### config.mk
export PLATFORM = sky130hd
export DESIGN_NAME = sps_port
export DESIGN_NICKNAME = d
export VERILOG_FILES = /design/src/sps_pkg.sv /design/src/sps_port.sv
export SDC_FILE = /design/constraint.sdc
export NUM_CORES = 1
export LEC_CHECK = 0
export BUFFER_PORTS_ARGS = -buffer_cell sky130_fd_sc_hd__buf_2
export CAP_MARGIN = 15
export CELL_PAD_IN_SITES_DETAIL_PLACEMENT = 0
export CELL_PAD_IN_SITES_GLOBAL_PLACEMENT = 1
export CORE_AREA = 2 2 101 103
export CTS_BUF_LIST = sky130_fd_sc_hd__clkbuf_4
export CTS_CLUSTER_SIZE = 24
export DETAILED_ROUTE_END_ITERATION = 10
export DIE_AREA = 0 0 103 105
export GPL_ROUTABILITY_DRIVEN = 0
export PLACE_DENSITY_LB_ADDON = 0.1
export SYNTH_ARGS = -nofsm -noshare
export SYNTH_HDL_FRONTEND = slang
export SYNTH_SLANG_ARGS = --single-unit
### constraint.sdc
create_clock -name clk -period 4.2 [get_ports clk]
set_input_delay 0.21 -clock clk [delete_from_list [all_inputs] [get_ports clk]]
set_output_delay 0.21 -clock clk [all_outputs]
set_load 0.01 [all_outputs]
### src/sps_pkg.sv
// package: field layouts, mode codes and timing constants for the serial port
package sps_pkg;
  localparam int DATA_W = 8;
  localparam logic [2:0] BIT_LAST = 3'h7;
  // mode-select codes, one per clock option and slave variant
  localparam logic [3:0] MODE_DIV4    = 4'h0;
  localparam logic [3:0] MODE_DIV16   = 4'h1;
  localparam logic [3:0] MODE_DIV64   = 4'h2;
  localparam logic [3:0] MODE_TMR2    = 4'h3;
  localparam logic [3:0] MODE_SLV_SS  = 4'h4;
  localparam logic [3:0] MODE_SLV     = 4'h5;
  localparam logic [3:0] MODE_RELOAD  = 4'ha;
  // half bit period in system clocks: oscillator divided by n gives n/2 per half
  localparam logic [7:0] HALF_DIV4    = 8'h02;
  localparam logic [7:0] HALF_DIV16   = 8'h08;
  localparam logic [7:0] HALF_DIV64   = 8'h20;
  // status register: two high bits writable, six low read-only
  localparam int STAT_SMP = 7;
  localparam int STAT_CKE = 6;
  localparam int STAT_BF  = 0;
  localparam logic [7:0] STAT_RW_MASK = 8'hc0;
  // control register one
  localparam int CON1_WRITE_COLLISION_FLAG = 7;
  localparam int CON1_EN   = 5;
  localparam int CON1_CKP  = 4;

  typedef struct packed {
    logic       enable;
    logic       clk_idle_high;
    logic [3:0] mode;
    logic       edge_sel;
    logic       sample_end;
    logic       overwrite_en;
  } sps_cfg_type;

  typedef struct packed {
    logic sck_in;
    logic sdi;
    logic ss_n;
  } sps_pins_in_type;

  typedef struct packed {
    logic sck_out;
    logic sck_oe;
    logic sdo_out;
    logic sdo_oe;
  } sps_pins_out_type;
endpackage : sps_pkg

### src/sps_port.sv
// serial peripheral port, master or slave, byte wide
//
// Notes on behaviour
// - after eight bits, move byte to buffer, set buffer-full and transfer flag
// - buffer write loads the shift register at once; transmit unbuffered
// - shift out and in most significant bit first
// - receive double buffered; next byte may start before buffer read
// - without overwrite enable: write while shifting is dropped, sets collision; writes blocked until cleared
// - reading the data buffer clears buffer-full
// - port works only while enabled; reconfigure with enable cleared
// - master drives serial clock; slave takes it as input
// - master: buffer write starts a full-duplex byte at once
// - master keeps sampling input; each byte loads buffer with flags
// - master rate: osc/4, /16, /64, timer2/2 or osc/(4*(reload+1))
// - polarity bit sets serial clock idle level
// - edge bit picks output edge; set means data valid before first edge
// - sample bit picks middle or end of output time in master; slave always samples in middle
// - slave shifts on external clock; flag set when last bit latched
// - slave shifts while core sleeps; completed byte raises wake interrupt
// - daisy chain: resend received byte next group; one shared select
// - overwrite enable accepts buffer writes with unread byte
// - status: six low bits read-only, two high bits read-write
// - data in, select and slave clock inputs; data out, master clock outputs
// - select high with select control: stop driving output mid-byte
// - select high with select control, or enable clear, forces bit counter to zero
`timescale 1ns/1ps
module sps_port #(
  parameter int RELOAD_W = 8
) (
  // system
  input  wire logic                      clk,
  input  wire logic                      rst_n,
  // configuration
  input  wire sps_pkg::sps_cfg_type      cfg,
  input  wire logic [RELOAD_W-1:0]       rate_reload_value,
  input  wire logic                      timer2_tick,
  // software access to data buffer and flags
  input  wire logic                      buf_wr,
  input  wire logic [7:0]                buf_wdata,
  input  wire logic                      buf_rd,
  input  wire logic                      write_collision_flag_clr,
  input  wire logic                      irq_clr,
  output logic [7:0]                     shared_data_buffer,
  output logic [7:0]                     port_status_reg,
  output logic [7:0]                     port_control_reg_one,
  output logic                           transfer_irq_flag,
  output logic                           busy,
  // pins
  input  wire sps_pkg::sps_pins_in_type  pins_in,
  output sps_pkg::sps_pins_out_type      pins_out
);
  initial
  begin
    if (RELOAD_W < 1 || RELOAD_W > 16) $error("RELOAD_W out of range");
  end

  typedef enum logic [1:0] {SPS_IDLE, SPS_LEAD, SPS_TRAIL} sps_state_type;

  // decoding
  wire logic master    = (cfg.mode == sps_pkg::MODE_DIV4) || (cfg.mode == sps_pkg::MODE_DIV16) ||
                         (cfg.mode == sps_pkg::MODE_DIV64) || (cfg.mode == sps_pkg::MODE_TMR2) ||
                         (cfg.mode == sps_pkg::MODE_RELOAD);
  wire logic ss_ctl    = cfg.mode == sps_pkg::MODE_SLV_SS;
  wire logic mod_reset = !cfg.enable || (!master && ss_ctl && pins_in.ss_n);
  wire logic [16:0] half_rel = {1'b0, 16'(rate_reload_value)} + 17'h1;
  wire logic [16:0] half_len = (cfg.mode == sps_pkg::MODE_DIV4)  ? 17'(sps_pkg::HALF_DIV4)  :
                               (cfg.mode == sps_pkg::MODE_DIV16) ? 17'(sps_pkg::HALF_DIV16) :
                               (cfg.mode == sps_pkg::MODE_DIV64) ? 17'(sps_pkg::HALF_DIV64) :
                               {half_rel[15:0], 1'b0};

  sps_state_type state_q;
  logic [16:0] div_q;
  logic [2:0]  cnt_q;
  logic [7:0]  sr_q;
  logic        sdo_q;
  logic        sck_q;
  logic        samp_q;
  logic        mid_bit_q;
  logic        sck_in_q;
  logic        done_q;
  logic [7:0]  done_byte_q;
  logic        bf_q;
  logic        write_collision_flag_q;
  logic        irq_q;
  logic [7:0]  buf_q;

  // master half-period tick: counter or timer-2 pulse
  wire logic tick = (cfg.mode == sps_pkg::MODE_TMR2) ? timer2_tick
                                                      : (div_q + 17'h1 >= half_len);
  // slave: edge detect on externally driven clock sampled at system rate
  wire logic sck_rise  = pins_in.sck_in && !sck_in_q;
  wire logic sck_fall  = !pins_in.sck_in && sck_in_q;
  // leading edge leaves idle level, trailing edge returns to it
  wire logic lead_edge = cfg.clk_idle_high ? sck_fall : sck_rise;
  wire logic trail_edge = cfg.clk_idle_high ? sck_rise : sck_fall;
  // edge bit set: output changes on trailing edge, sample on leading
  wire logic shift_ev  = master ? (tick && (cfg.edge_sel ? state_q == SPS_TRAIL
                                                           : state_q == SPS_LEAD))
                                : (cfg.edge_sel ? trail_edge : lead_edge);
  wire logic sample_ev = master ? (tick && (cfg.edge_sel ? state_q == SPS_LEAD
                                                           : state_q == SPS_TRAIL))
                                : (cfg.edge_sel ? lead_edge : trail_edge);
  wire logic active    = master ? (state_q != SPS_IDLE) : (cnt_q != 3'h0);
  wire logic wr_ok     = buf_wr && !write_collision_flag_q && !active && cfg.enable;
  wire logic wr_coll   = buf_wr && cfg.enable && (active || write_collision_flag_q) && !cfg.overwrite_en;
  wire logic wr_take   = wr_ok || (buf_wr && cfg.enable && !active && cfg.overwrite_en);
  // sample taken in middle or at end of output time
  wire logic samp_now  = (master && cfg.sample_end) ? shift_ev : sample_ev;
  wire logic byte_end  = master ? (tick && state_q == SPS_TRAIL && cnt_q == sps_pkg::BIT_LAST)
                                : (sample_ev && cnt_q == sps_pkg::BIT_LAST);
  wire logic [7:0] rx_byte = {sr_q[6:0], master && cfg.sample_end ? samp_q : pins_in.sdi};
  // with sampling on the leading edge the byte is already complete at the last trailing edge
  wire logic [7:0] byte_val = sample_ev ? rx_byte : sr_q;

  // bit clock state and divider
  always_ff @(posedge clk or negedge rst_n)
  begin
    if (!rst_n)
    begin
      state_q <= SPS_IDLE;
      div_q   <= 17'h0;
      cnt_q   <= 3'h0;
    end
    else if (mod_reset)
    begin
      state_q <= SPS_IDLE;
      div_q   <= 17'h0;
      cnt_q   <= 3'h0;
    end
    else if (master)
    begin
      div_q <= (state_q == SPS_IDLE || tick) ? 17'h0 : div_q + 17'h1;
      case (state_q)
        SPS_IDLE:  state_q <= wr_take ? SPS_LEAD : SPS_IDLE;
        SPS_LEAD:  state_q <= tick ? SPS_TRAIL : SPS_LEAD;
        SPS_TRAIL:
        begin
          if (tick)
          begin
            state_q <= (cnt_q == sps_pkg::BIT_LAST) ? SPS_IDLE : SPS_LEAD;
            cnt_q   <= cnt_q + 3'h1;
          end
        end
        default:   state_q <= SPS_IDLE;
      endcase
    end
    else if (sample_ev)
    begin
      cnt_q <= cnt_q + 3'h1;
    end
  end

  // shift register and pins
  always_ff @(posedge clk or negedge rst_n)
  begin
    if (!rst_n)
    begin
      sr_q      <= 8'h00;
      sdo_q     <= 1'b0;
      sck_q     <= 1'b0;
      samp_q    <= 1'b0;
      mid_bit_q <= 1'b0;
      sck_in_q  <= 1'b0;
    end
    else
    begin
      sck_in_q <= pins_in.sck_in;
      mid_bit_q <= cfg.edge_sel;
      // clock leaves idle at the leading tick and returns at the trailing tick
      sck_q    <= (master && ((state_q == SPS_LEAD && tick) || (state_q == SPS_TRAIL && !tick)))
                  ? !cfg.clk_idle_high : cfg.clk_idle_high;
      if (samp_now)
        samp_q <= pins_in.sdi;
      if (wr_take)
      begin
        sr_q  <= buf_wdata;
        sdo_q <= buf_wdata[7];
      end
      else if (sample_ev && !mod_reset)
        sr_q <= rx_byte;
      else if (shift_ev && !mod_reset && (master || cnt_q != 3'h0 || cfg.edge_sel))
        sdo_q <= sr_q[7];
    end
  end

  // completed byte crosses into flag logic one cycle later
  always_ff @(posedge clk or negedge rst_n)
  begin
    if (!rst_n)
    begin
      done_q      <= 1'b0;
      done_byte_q <= 8'h00;
    end
    else
    begin
      done_q      <= byte_end && !mod_reset;
      done_byte_q <= byte_end ? byte_val : done_byte_q;
    end
  end

  // buffer and flags; hardware set beats software clear
  always_ff @(posedge clk or negedge rst_n)
  begin
    if (!rst_n)
    begin
      buf_q  <= 8'h00;
      bf_q   <= 1'b0;
      write_collision_flag_q <= 1'b0;
      irq_q  <= 1'b0;
    end
    else
    begin
      if (done_q)
        buf_q <= done_byte_q;
      else if (wr_take)
        buf_q <= buf_wdata;
      bf_q   <= done_q || (bf_q && !buf_rd);
      irq_q  <= done_q || (irq_q && !irq_clr);
      write_collision_flag_q <= wr_coll || (write_collision_flag_q && !write_collision_flag_clr);
    end
  end

  // outputs, all registered
  always_ff @(posedge clk or negedge rst_n)
  begin
    if (!rst_n)
    begin
      shared_data_buffer   <= 8'h00;
      port_status_reg      <= 8'h00;
      port_control_reg_one <= 8'h00;
      transfer_irq_flag    <= 1'b0;
      busy                 <= 1'b0;
      pins_out             <= '0;
    end
    else
    begin
      shared_data_buffer   <= done_q ? done_byte_q : (wr_take ? buf_wdata : buf_q);
      port_status_reg      <= {cfg.sample_end, cfg.edge_sel, 5'h00,
                               done_q || (bf_q && !buf_rd)};
      port_control_reg_one <= {wr_coll || (write_collision_flag_q && !write_collision_flag_clr), 1'b0, cfg.enable,
                               cfg.clk_idle_high, cfg.mode};
      transfer_irq_flag    <= done_q || (irq_q && !irq_clr);
      busy                 <= active;
      pins_out.sck_out     <= master ? sck_q : cfg.clk_idle_high;
      pins_out.sck_oe      <= cfg.enable && master;
      pins_out.sdo_out     <= sdo_q;
      pins_out.sdo_oe      <= cfg.enable && !(ss_ctl && !master && pins_in.ss_n);
    end
  end
endmodule : sps_port

# Yosys cells after proc, flatten, opt, wreduce, memory -nomap -nowiden
# Cells that the tools add are included.
# word_totals
wordCells	148
ff_bits	69
rom_bits	0
out_inout_bits	30
input_bits	35
mem_bits_rw	0
latch_bits	0
n_memories	0
# classes
n_shift	0
add_sub_neg	3
magnitude_cmp	1
mux	41
eq_ne	12
n_mul	0
bitwise	0
reduce_logical	70
div	0
# ops
op	count
17-bit two-way mux	3
8-bit two-way mux	5
1-bit logical AND	30
10-bit two-way mux	3
1-bit two-way mux	20
17-bit by 1-bit adder with 17-bit output, second input constant	1
17-bit by 10-bit >= comparator with 1-bit output	1
3-bit two-way mux	5
1-bit zero test	14
1-bit logical OR	14
2-bit nonzero test	5
8-bit by 1-bit adder with 9-bit output, second input constant	1
4-bit by 2-bit equality test with 1-bit output, second input constant	2
2-bit two-way mux	4
3-bit by 1-bit != test with 1-bit output, second input constant	2
2-bit one-hot mux with 3 select lines	1
3-bit nonzero test	2
4-bit by 1-bit equality test with 1-bit output, second input constant	1
4-bit by 3-bit equality test with 1-bit output, second input constant	1
4-bit equality test, second input constant	1
4-bit zero test	1
2-bit AND reduction	2
3-bit by 1-bit adder with 3-bit output, second input constant	1
3-bit equality test, second input constant	1
6 further kinds	6

# Longest topological paths before layout
# Gate-level depths: netlist of the first run.
# logic_depth
depth_word	15
mapped_depth	15
depth_no_buf	13

# Worst setup path before layout of the first run
# No wires, ideal clock.
# synth_path
kind	register to register
start	register div_q[3]
end	register samp_q
stages_incl_launch_ff	14
slack_ns	1.120
arrival_time_ns	2.955
t_required_ns	4.075
synth_period_minus_slack_ns	3.080
path_buffers	2
cell_sequence	dfrtp_1 > buf_6 > nand4_2 > buf_6 > nor2_1 > nand3_1 > xnor2_1 > ha_1 > o211ai_1 > a211oi_1 > a211o_4 > or3_4 > a221oi_2 > mux2_2
# synth_via
elab_chain_len	6
word_cells_on_any_way	8
cone_classes	add/sub (1); order compare (1); mux (4); reduce/logical (2)
# synth_rtl
element	line_no	source
from (decl)	sps_port.sv:72	logic [16:0] div_q;
from (signal assigned)	sps_port.sv:132	div_q <= (state_q == SPS_IDLE || tick) ? 17'h0 : div_q + 17'h1;
17-bit by 1-bit adder with 17-bit output *	sps_port.sv:89	: (div_q + 17'h1 >= half_len);
17-bit by 10-bit >= comparator with 1-bit output *	sps_port.sv:89	
1-bit two-way mux *	sps_port.sv:88	wire logic tick = (cfg.mode == sps_pkg::MODE_TMR2) ? timer2_tick
1-bit logical AND (on tied branches)	sps_port.sv:100, sps_port.sv:97	
1-bit two-way mux (on tied branches)	sps_port.sv:100, sps_port.sv:97	
1-bit two-way mux *	sps_port.sv:108	wire logic samp_now = (master && cfg.sample_end) ? shift_ev : sample_ev;
to (signal assigned)	sps_port.sv:173	samp_q <= pins_in.sdi;
to (decl)	sps_port.sv:77	logic samp_q;
# Mark *: on every way between the ends. The rest lies on a longest branch, timed or not.
# A chain may end at the register's enable or synchronous reset.

# Worst setup path in the final report of the first run
# Ends and elaborated chain as after synthesis.

==> flow_summary.ini, run 1 <==
[setup_path]
worst-path-buf-inv = 0
r2r_start = div_q[3]
setup.worst_path.end_class = register
path_max_fanout = 30
required_ns = 4.54
cp.arrival_ns = 3.91
worstRegToRegCells = 11
rrSetupSlack_ns = 0.63
regToRegEndpoint = samp_q
critPathTopFamily = compound AO/OA/AOI/OAI gates
cp-start-kind = register
crit_cells = 11
slowest_stage = dfrtp_1
slowest_delay_ns = 0.50
path_cells = nand4_2 > nor2_1 > nand3_1 > xnor2_1 > ha_1 > o211ai_1 > a211oi_1 > a211o_4 > o31a_4 > a221oi_2 > mux2_2
path_class = register to register

[cts]
h-tree-depth = 3
clock_latency_ns = 0.43
cts.sinks = 67
post_cts_buffers = 0
cts_tree = done
cts-root-buf = clkbuf_4
cts.clk_slew.worst_paths_ns = 0.12
cts_buffer_depth = 2
numCtsBuffers = 9

[final_layout]
drive_above_1_share = 0.226
nNetsFinal = 553
nFillCells = 972
fin_area_um2 = 4840
areaGrowthSynthToFinish_pct = 10.8
largest_register_ffs = 17
antenna_cells = 0
largest_register = div_q

[synth]
synth_ff_type = dfrtp_1
synth_edf_count = 0
synth_area_um2 = 4370
synth_seq_cells = 67
avgSynthCellArea_um2 = 9.70
yosysUniqueCellTypes = 76
async_flop_share = 1.00
seq_area_frac_synth = 0.384
yosysWarnings = 0
syn-instance-count = 450

[timing]
finalCriticalPeriod_ns = 3.57
fin_tns_setup_ns = 0
setup_violations = 0
rsz0062_at_grt = no
tightest_slew_ns = 1.07
fmax_mhz = 280
slew_viol_final = 0
max_slew_margin = 0.285
hold_viol_final = 0
finalCritPeriodShare = 0.850
worst_clock_skew_ns = 0.0169

[power_and_ir_drop]
comb_power_share = 0.232
clkPwrFrac = 0.247
leakagePower_nw = 2.24
pwr-share-seq = 0.521
p_int_mw = 1.01
switching_power_mw = 0.494
power_density_nw_per_um2 = 311
peakVddDrop_v = 0.000154
p_sw_frac = 0.328

[die]
die_x_um = 103
ioPinCount = 65
die_area_um2 = 10800
rows = 36
start_util = 0.453
die_h_um = 105
coreArea_um2 = 9640

[place]
dpl_cell_area_um2 = 4600
port_buffers = 58
hpwl_um = 7450

[min_path]
holdPathStages = 3
min_from = buf_wdata[6]
worst_hold_path_type = input pin to register
hold_end = sr_q[6]

[detailed_routing]
firstDrtPassIters = 4
drc = 0
vias = 3509
drt_iter0_markers = 166
drtAntennaViolNets = 0
drt-total-wl_um = 10500
avgViaCountPerCell = 5.47
avgRoutedWirePerCell_um = 16.4

[global_route]
grt_max_degree = 36
grt_usage = 0.209
antenna_found_initial = 0
grt_first_pass_wirelength_um = 17700
grt_overflow_total = 0
grt_pass1_vias = 3462

[job]
maxCapViolCount = 0

[status]
outcome = completed
==> layout make-up <==
class,count,area [um2],share of cell area
sequential,67,1680,0.346
clock inverter,4,17.5,0.00362
tap,133,166,0.0344
multi-input combinational,332,2370,0.489
timing repair buffer,75,450,0.0931
inverter,19,71.3,0.0147
clock buffer,12,90.1,0.0186
==> cell usage in the layout (no fill, tap or decap), types with 6 or more instances in the layout <==
master	synthesis	final
clkbuf_4	1	12
inv_1	19	19
nor4_1	6	6
ha_1	14	14
buf_2	4	58
xor2_1	9	9
o311a_1	7	7
mux2i_1	15	15
o21ai_0	12	12
o211ai_1	10	10
conb_1	1	6
nand3_1	14	14
o21a_1	6	6
dlygate4sd3_1	0	13
dfrtp_1	67	67
nor2_1	20	20
a31oi_1	7	7
xnor2_1	11	11
a21bo_2	7	7
nor3_1	8	8
nand2_1	63	63
a21o_1	8	8
nand4_1	15	15
==> per-layer routing <==
metal,share of wire,global-route usage,vias to the layer above
met1,0.48,0.296,1689
li1,-,-,1747
met5,0,0,-
met3,0.026,0.0254,16
met4,0.019,0.0771,0
met2,0.47,0.327,57
==> tightest hold or removal path, cell delays in order <==
cell	delay, ns
buf_2	0.09
nand2_1	0.04
o211ai_1	0.08
==> timing repair <==
action                                  4_1_cts  5_1_grt
hold buffers                                 13        0
hold endpoints to repair                     43        0
resized for setup                             0        0
endpoints found under the setup margin        0        0
==> cell usage after synthesis (5+ instances only) <==
cell type	count	area, um2
a21bo_2	7	70.1
nor3b_1	5	37.5
nor2_1	20	75.1
o211ai_1	10	75.1
xnor2_1	11	96.3
xor2_1	9	78.8
o311a_1	7	70.1
nand2_1	63	236
buf_6	5	56.3
buf_4	10	75.1
o311ai_0	5	43.8
a21o_1	8	60.1
o21ai_0	12	60.1
dfrtp_1	67	1680
o21a_1	6	45.0
mux2_2	5	56.3
nand4_1	15	93.8
mux2i_1	15	150
nor3_1	8	40.0
nand3_1	14	70.1
nor4_1	6	37.5
ha_1	14	175
a21oi_1	5	25.0
inv_1	19	71.3
a31oi_1	7	43.8
clkbuf_1	11	41.3
o31ai_1	5	37.5
==> kinds of logic (layout without fill, tap and decap cells) <==
logic type	Yosys count	after routing	share of synthesized area
XOR/XNOR	20	20	0.0401
other	1	6	0.000859
flip-flops	67	67	0.384
AO/OA/AOI/OAI	106	106	0.202
AND/OR/NAND/NOR	166	166	0.207
adder cells (fa/ha/maj)	14	14	0.0401
buffers and inverters	56	110	0.0791
multiplexers	20	20	0.0473
==> through the flow <==
stage	setup slack, ns	utilization	hold slack (ns)	total power [mW]	instances
floorplan	1.12	-	-0.0856	1.01	455
global placement	0.738	0.477	0.341	1.13	613
detailed placement	0.639	0.477	0.345	1.14	613
CTS	0.627	0.502	0.00891	1.52	642
global route	0.302	0.502	0.0148	1.60	642
finish	0.629	0.502	0.0259	1.51	642
==> worst max path at each step <==
stage,startpoint,end
after detailed placement,div_q[3],samp_q
after CTS,div_q[3],samp_q
after global routing,div_q[3],sr_q[0]
final,div_q[3],samp_q
after floorplan,div_q[3],samp_q
after global placement,div_q[3],samp_q
==> power by group through the flow <==
stage	clock, mW	sequential [mW]	combinational (mW)
after floorplan	0	0.794	0.217
after global placement	0	0.794	0.337
after detailed placement	0	0.795	0.342
after CTS	0.386	0.783	0.354
after global routing	0.412	0.796	0.396
final	0.372	0.785	0.349
No activity file was read; power rests on OpenSTA's default activity.
==> run 2: changes to the inputs <==
- CORE_AREA: 2 2 101 103 -> 2 2 98 100
- DIE_AREA: 0 0 103 105 -> 0 0 100 102
- clock period: 4.2 -> 4.26 ns (I/O delays scaled with it)
==> run 2 against run 1 <==
Compared with the run above:
- maximum frequency fell by 1.9%
- critical path depth rose by 1
- first-iteration DRC count fell by 10%
==> flow_summary.ini, run 2 (synthesized netlist as in run 1, its figures left out) <==
[status]
outcome = completed

[timing]
fin_tns_setup_ns = 0
finalCriticalPeriod_ns = 3.64
max_slew_margin = 0.306
rsz0062_at_grt = no
finalCritPeriodShare = 0.855
setup_violations = 0
worst_clock_skew_ns = 0.0189
tightest_slew_ns = 1.04
hold_viol_final = 0
fmax_mhz = 275
slew_viol_final = 0

[detailed_routing]
avgRoutedWirePerCell_um = 17.1
vias = 3635
drt_iter0_markers = 149
firstDrtPassIters = 5
avgViaCountPerCell = 5.85
drc = 0
drt-total-wl_um = 10600
drtAntennaViolNets = 0

[final_layout]
final_common_cell = dfrtp_1
nFillCells = 861
final_cell_mix = 67 x dfrtp_1, 63 x nand2_1, 59 x buf_2
areaGrowthSynthToFinish_pct = 11.0
antenna_cells = 0
largest_register_ffs = 17
drive_above_1_share = 0.233
layout.cells.non_filler = 621
nNetsFinal = 554
largest_register = div_q

[power_and_ir_drop]
leakagePower_nw = 2.25
peakVddDrop_v = 0.000147
power_density_nw_per_um2 = 320

[job]
maxCapViolCount = 0

[cts]
cts_tree = done
cts-root-buf = clkbuf_4
cts_resized = 0
cts_buffer_depth = 2
post_cts_buffers = 0
cts.clk_slew.worst_paths_ns = 0.13
h-tree-depth = 3
numCtsBuffers = 9
clock_latency_ns = 0.41
cts_hold_buf = 12
cts.sinks = 67

[global_route]
grt_pass1_vias = 3572
grt_usage = 0.216
grt_overflow_total = 0
grt_first_pass_wirelength_um = 17400
grt_max_degree = 41
antenna_found_initial = 0

[setup_path]
required_ns = 4.53
path_class = register to register
cp-start-kind = register
path_cells = nand4_2 > nor2_1 > nand3_1 > xnor2_1 > ha_1 > o211ai_1 > a211oi_1 > a211o_4 > o31ai_2 > buf_4 > and2_0 > o211ai_1
slowest_delay_ns = 0.51
cp.arrival_ns = 3.91
setup.worst_path.end_class = register
slowest_stage = dfrtp_1
path_max_fanout = 11
crit_top_cell = o211ai_1

[die]
die_x_um = 100
start_util = 0.479
ioPinCount = 65
die_area_um2 = 10200
rows = 35
coreArea_um2 = 9110
die_h_um = 102

[min_path]
worst_hold_path_type = input pin to register

[place]
hpwl_um = 7290
port_buffers = 58
placed_cells = 592
run 2: cell count changes in the layout (fill, tap and decap cells not counted), sizes merged:
cell,change
buf,+2
bufinv,+1
clkbuf,-2
clkinv,-2
clkinvlp,+3
dlygate4sd3,-1
run 2: layer usage:
metal	global-route usage	part of all wire	up-vias
met5	0	0	-
met2	0.373	0.50	98
li1	-	-	1744
met1	0.267	0.43	1777
met3	0.0376	0.044	16
met4	0.0927	0.021	0
run 2: path summary, 6_finish.rpt:
check	depth (start not counted)	to	start	slack, ns
max	12	sr_q[0]	div_q[3]	0.62
min	3	sr_q[5]	buf_wdata[5]	0.03
max reg2reg	12	sr_q[0]	div_q[3]	0.62
min reg2reg	0	pins_out[1]	sdo_q	0.40
max in group asynchronous	3	done_q	rst_n	2.86
min in group asynchronous	2	done_byte_q[6]	rst_n	0.38
run 2: power by group:
part           total [mW]  leakage, nW  switching [mW]  internal [mW]
Combinational       0.346         1.33           0.194          0.152
Sequential          0.771        0.847          0.0603          0.711
Clock               0.433       0.0686           0.248          0.185
Total                1.55         2.25           0.503           1.05
run 2: final cells by class:
cell class	instances	area (um2)	share of cell area
flip-flops and latches	67	1680	0.346
well taps	111	139	0.0286
inverters	19	71.3	0.0147
multi-input cells	332	2370	0.488
clock buffers	10	75.1	0.0155
repair buffers	76	453	0.0934
clock inverters	6	66.3	0.0137
run 2: critical path, delay by kind of cell, from the launching register on:
family / cells / cell delay, ns
and+or+nand+nor: 4 / 1.32
AOI/OAI and AO/OA: 5 / 0.94
DFF: 1 / 0.51
adders and majority gates: 1 / 0.28
xor gates and xnor gates: 1 / 0.22
buffers and inverters: 1 / 0.22
run 2: stage by stage:
stage / hold WS [ns] / power [mW] / utilization / setup WS [ns] / instance area [um2]
finish: 0.0342 / 1.55 / 0.532 / 0.619 / 4850
global route: 0.0217 / 1.64 / 0.532 / 0.443 / 4850
CTS: 0.0130 / 1.56 / 0.532 / 0.653 / 4840
detailed placement: 0.299 / 1.12 / 0.503 / 0.687 / 4580
global placement: 0.298 / 1.11 / 0.503 / 0.758 / 4580
floorplan: -0.0826 / 0.997 / - / 1.18 / 4390
==> run 3: changes to the inputs <==
- REMOVE_ABC_BUFFERS: default -> 1
==> run 3 against run 2 <==
Compared with the run above:
- sequential share of layout area shrank 0.11 points
- first-iteration DRC count rose by 46%
- cell area grew 0.31%
- final cell count increased by 0.32%
- combinational power increased by 1%
- clock-buffer cell count shrank 1
- non-clock buffer count grew 2
- register-to-register slack better by 0.02 ns
- maximum frequency grew 0.58%
- die area stayed put
- worst hold slack worse by 0.0080 ns
- total power increased by 1.3%
- critical path type unchanged
- largest cell class unchanged
==> flow_summary.ini, run 3 (synthesized netlist as in run 1, its figures left out) <==
[timing]
fin_tns_setup_ns = 0
fin_hold_ws_ns = 0.0262
max_slew_margin = 0.443
rsz0062_at_grt = no
finalCritPeriodShare = 0.850
finalCriticalPeriod_ns = 3.62
fmax_mhz = 276
slew_viol_final = 0
tightest_slew_ns = 0.835
worst_clock_skew_ns = 0.0196
hold_viol_final = 0
setup_violations = 0

[final_layout]
final_core_util = 0.534
nNetsFinal = 556
fin_area_um2 = 4860
final_cell_mix = 67 x dfrtp_1, 63 x nand2_1, 58 x buf_2
areaGrowthSynthToFinish_pct = 11.4
drive_above_1_share = 0.234
antenna_cells = 0
largest_register = div_q
largest_register_ffs = 17
final_common_cell = dfrtp_1

[die]
rows = 35
die_x_um = 100
die_area_um2 = 10200
ioPinCount = 65
start_util = 0.479
coreArea_um2 = 9110
die_h_um = 102

[power_and_ir_drop]
peakVddDrop_v = 0.000175
power_density_nw_per_um2 = 323
leakagePower_nw = 2.27

[setup_path]
path_class = register to register
cp-start-kind = register
cp.arrival_ns = 3.95
setup.worst_path.end_class = register
path_max_fanout = 30
required_ns = 4.59

[place]
dpl_cell_area_um2 = 4600
port_buffers = 58
hpwl_um = 7480

[detailed_routing]
avgRoutedWirePerCell_um = 17.1
drc = 0
drt-total-wl_um = 10600
drtAntennaViolNets = 0
firstDrtPassIters = 4
avgViaCountPerCell = 5.78
drt_iter0_markers = 218
vias = 3603

[global_route]
grt_usage = 0.219
grt_pass1_vias = 3478
grt_overflow_total = 0
grt_first_pass_wirelength_um = 17500
antenna_found_initial = 0
grt_max_degree = 36

[cts]
cts_resized = 0
numCtsBuffers = 9
cts.clk_slew.worst_paths_ns = 0.14
cts.sinks = 67
cts_buffer_depth = 2
clock_latency_ns = 0.43
cts-root-buf = clkbuf_4
h-tree-depth = 3
cts_tree = done

[min_path]
worst_hold_path_type = input pin to register

[status]
outcome = completed

[job]
maxCapViolCount = 0
==> run 3: worst paths after layout <==
kind                                   start                 endpoint  slack [ns]  cells past startpoint
worst max-delay path                div_q[3]                   samp_q        0.64                     11
worst min register to register         sdo_q              pins_out[1]        0.41                      0
worst min-delay path            buf_wdata[5]                  sr_q[5]        0.03                      3
min in group asynchronous              rst_n  port_control_reg_one[3]        0.41                      2
worst max register to register      div_q[3]                   samp_q        0.64                     11
max in group asynchronous              rst_n                 div_q[1]        2.89                      3
==> run 3: metrics by stage <==
step / setup WS, ns / instances / total power [mW]
after floorplan: 1.05 / 418 / 0.981
after global placement: 0.819 / 595 / 1.11
after detailed placement: 0.672 / 595 / 1.12
after CTS: 0.643 / 623 / 1.57
after global routing: 0.361 / 623 / 1.66
final: 0.640 / 623 / 1.57
==> run 3: power breakdown <==
part	leakage, nW	switching (mW)	internal, mW
sequential	0.847	0.0577	0.711
combinational	1.34	0.195	0.155
clock	0.0807	0.269	0.183
total	2.27	0.522	1.05
==> run 3: cell type report <==
| cell class | count | area, um2 |
|---|---|---|
| clock buffers | 9 | 67.6 |
| clock inverters | 7 | 75.1 |
| fillers | 890 | 4250 |
| inverters | 19 | 71.3 |
| multi-input cells | 332 | 2360 |
| flip-flops and latches | 67 | 1680 |
| well taps | 111 | 139 |
| repair buffers | 78 | 470 |
==> run 3: timing repair <==
| action | CTS | global route |
|---|---|---|
| hold buffers | 12 | 0 |
| hold endpoints to repair | 44 | 0 |
| buffers inserted | 0 | 0 |
==> run 3: critical path, cell delays in order (launching register included) <==
cell and delay [ns]:
dfrtp_1 0.48, nand4_2 0.32, nor2_1 0.33, nand3_1 0.14
xnor2_1 0.25, ha_1 0.29, o211ai_1 0.10, a211oi_1 0.09
a211o_4 0.37, o31a_4 0.48, a221oi_2 0.30, mux2_2 0.36
==> run 3: layer usage <==
metal | track usage | wire [um] | up-vias | share of wire
met5 | 0 | 0 | - | 0
met4 | 0.0685 | 129 | 0 | 0.012
met3 | 0.0335 | 497 | 11 | 0.047
met2 | 0.331 | 4610 | 88 | 0.43
met1 | 0.323 | 5400 | 1754 | 0.51
li1 | - | - | 1750 | -
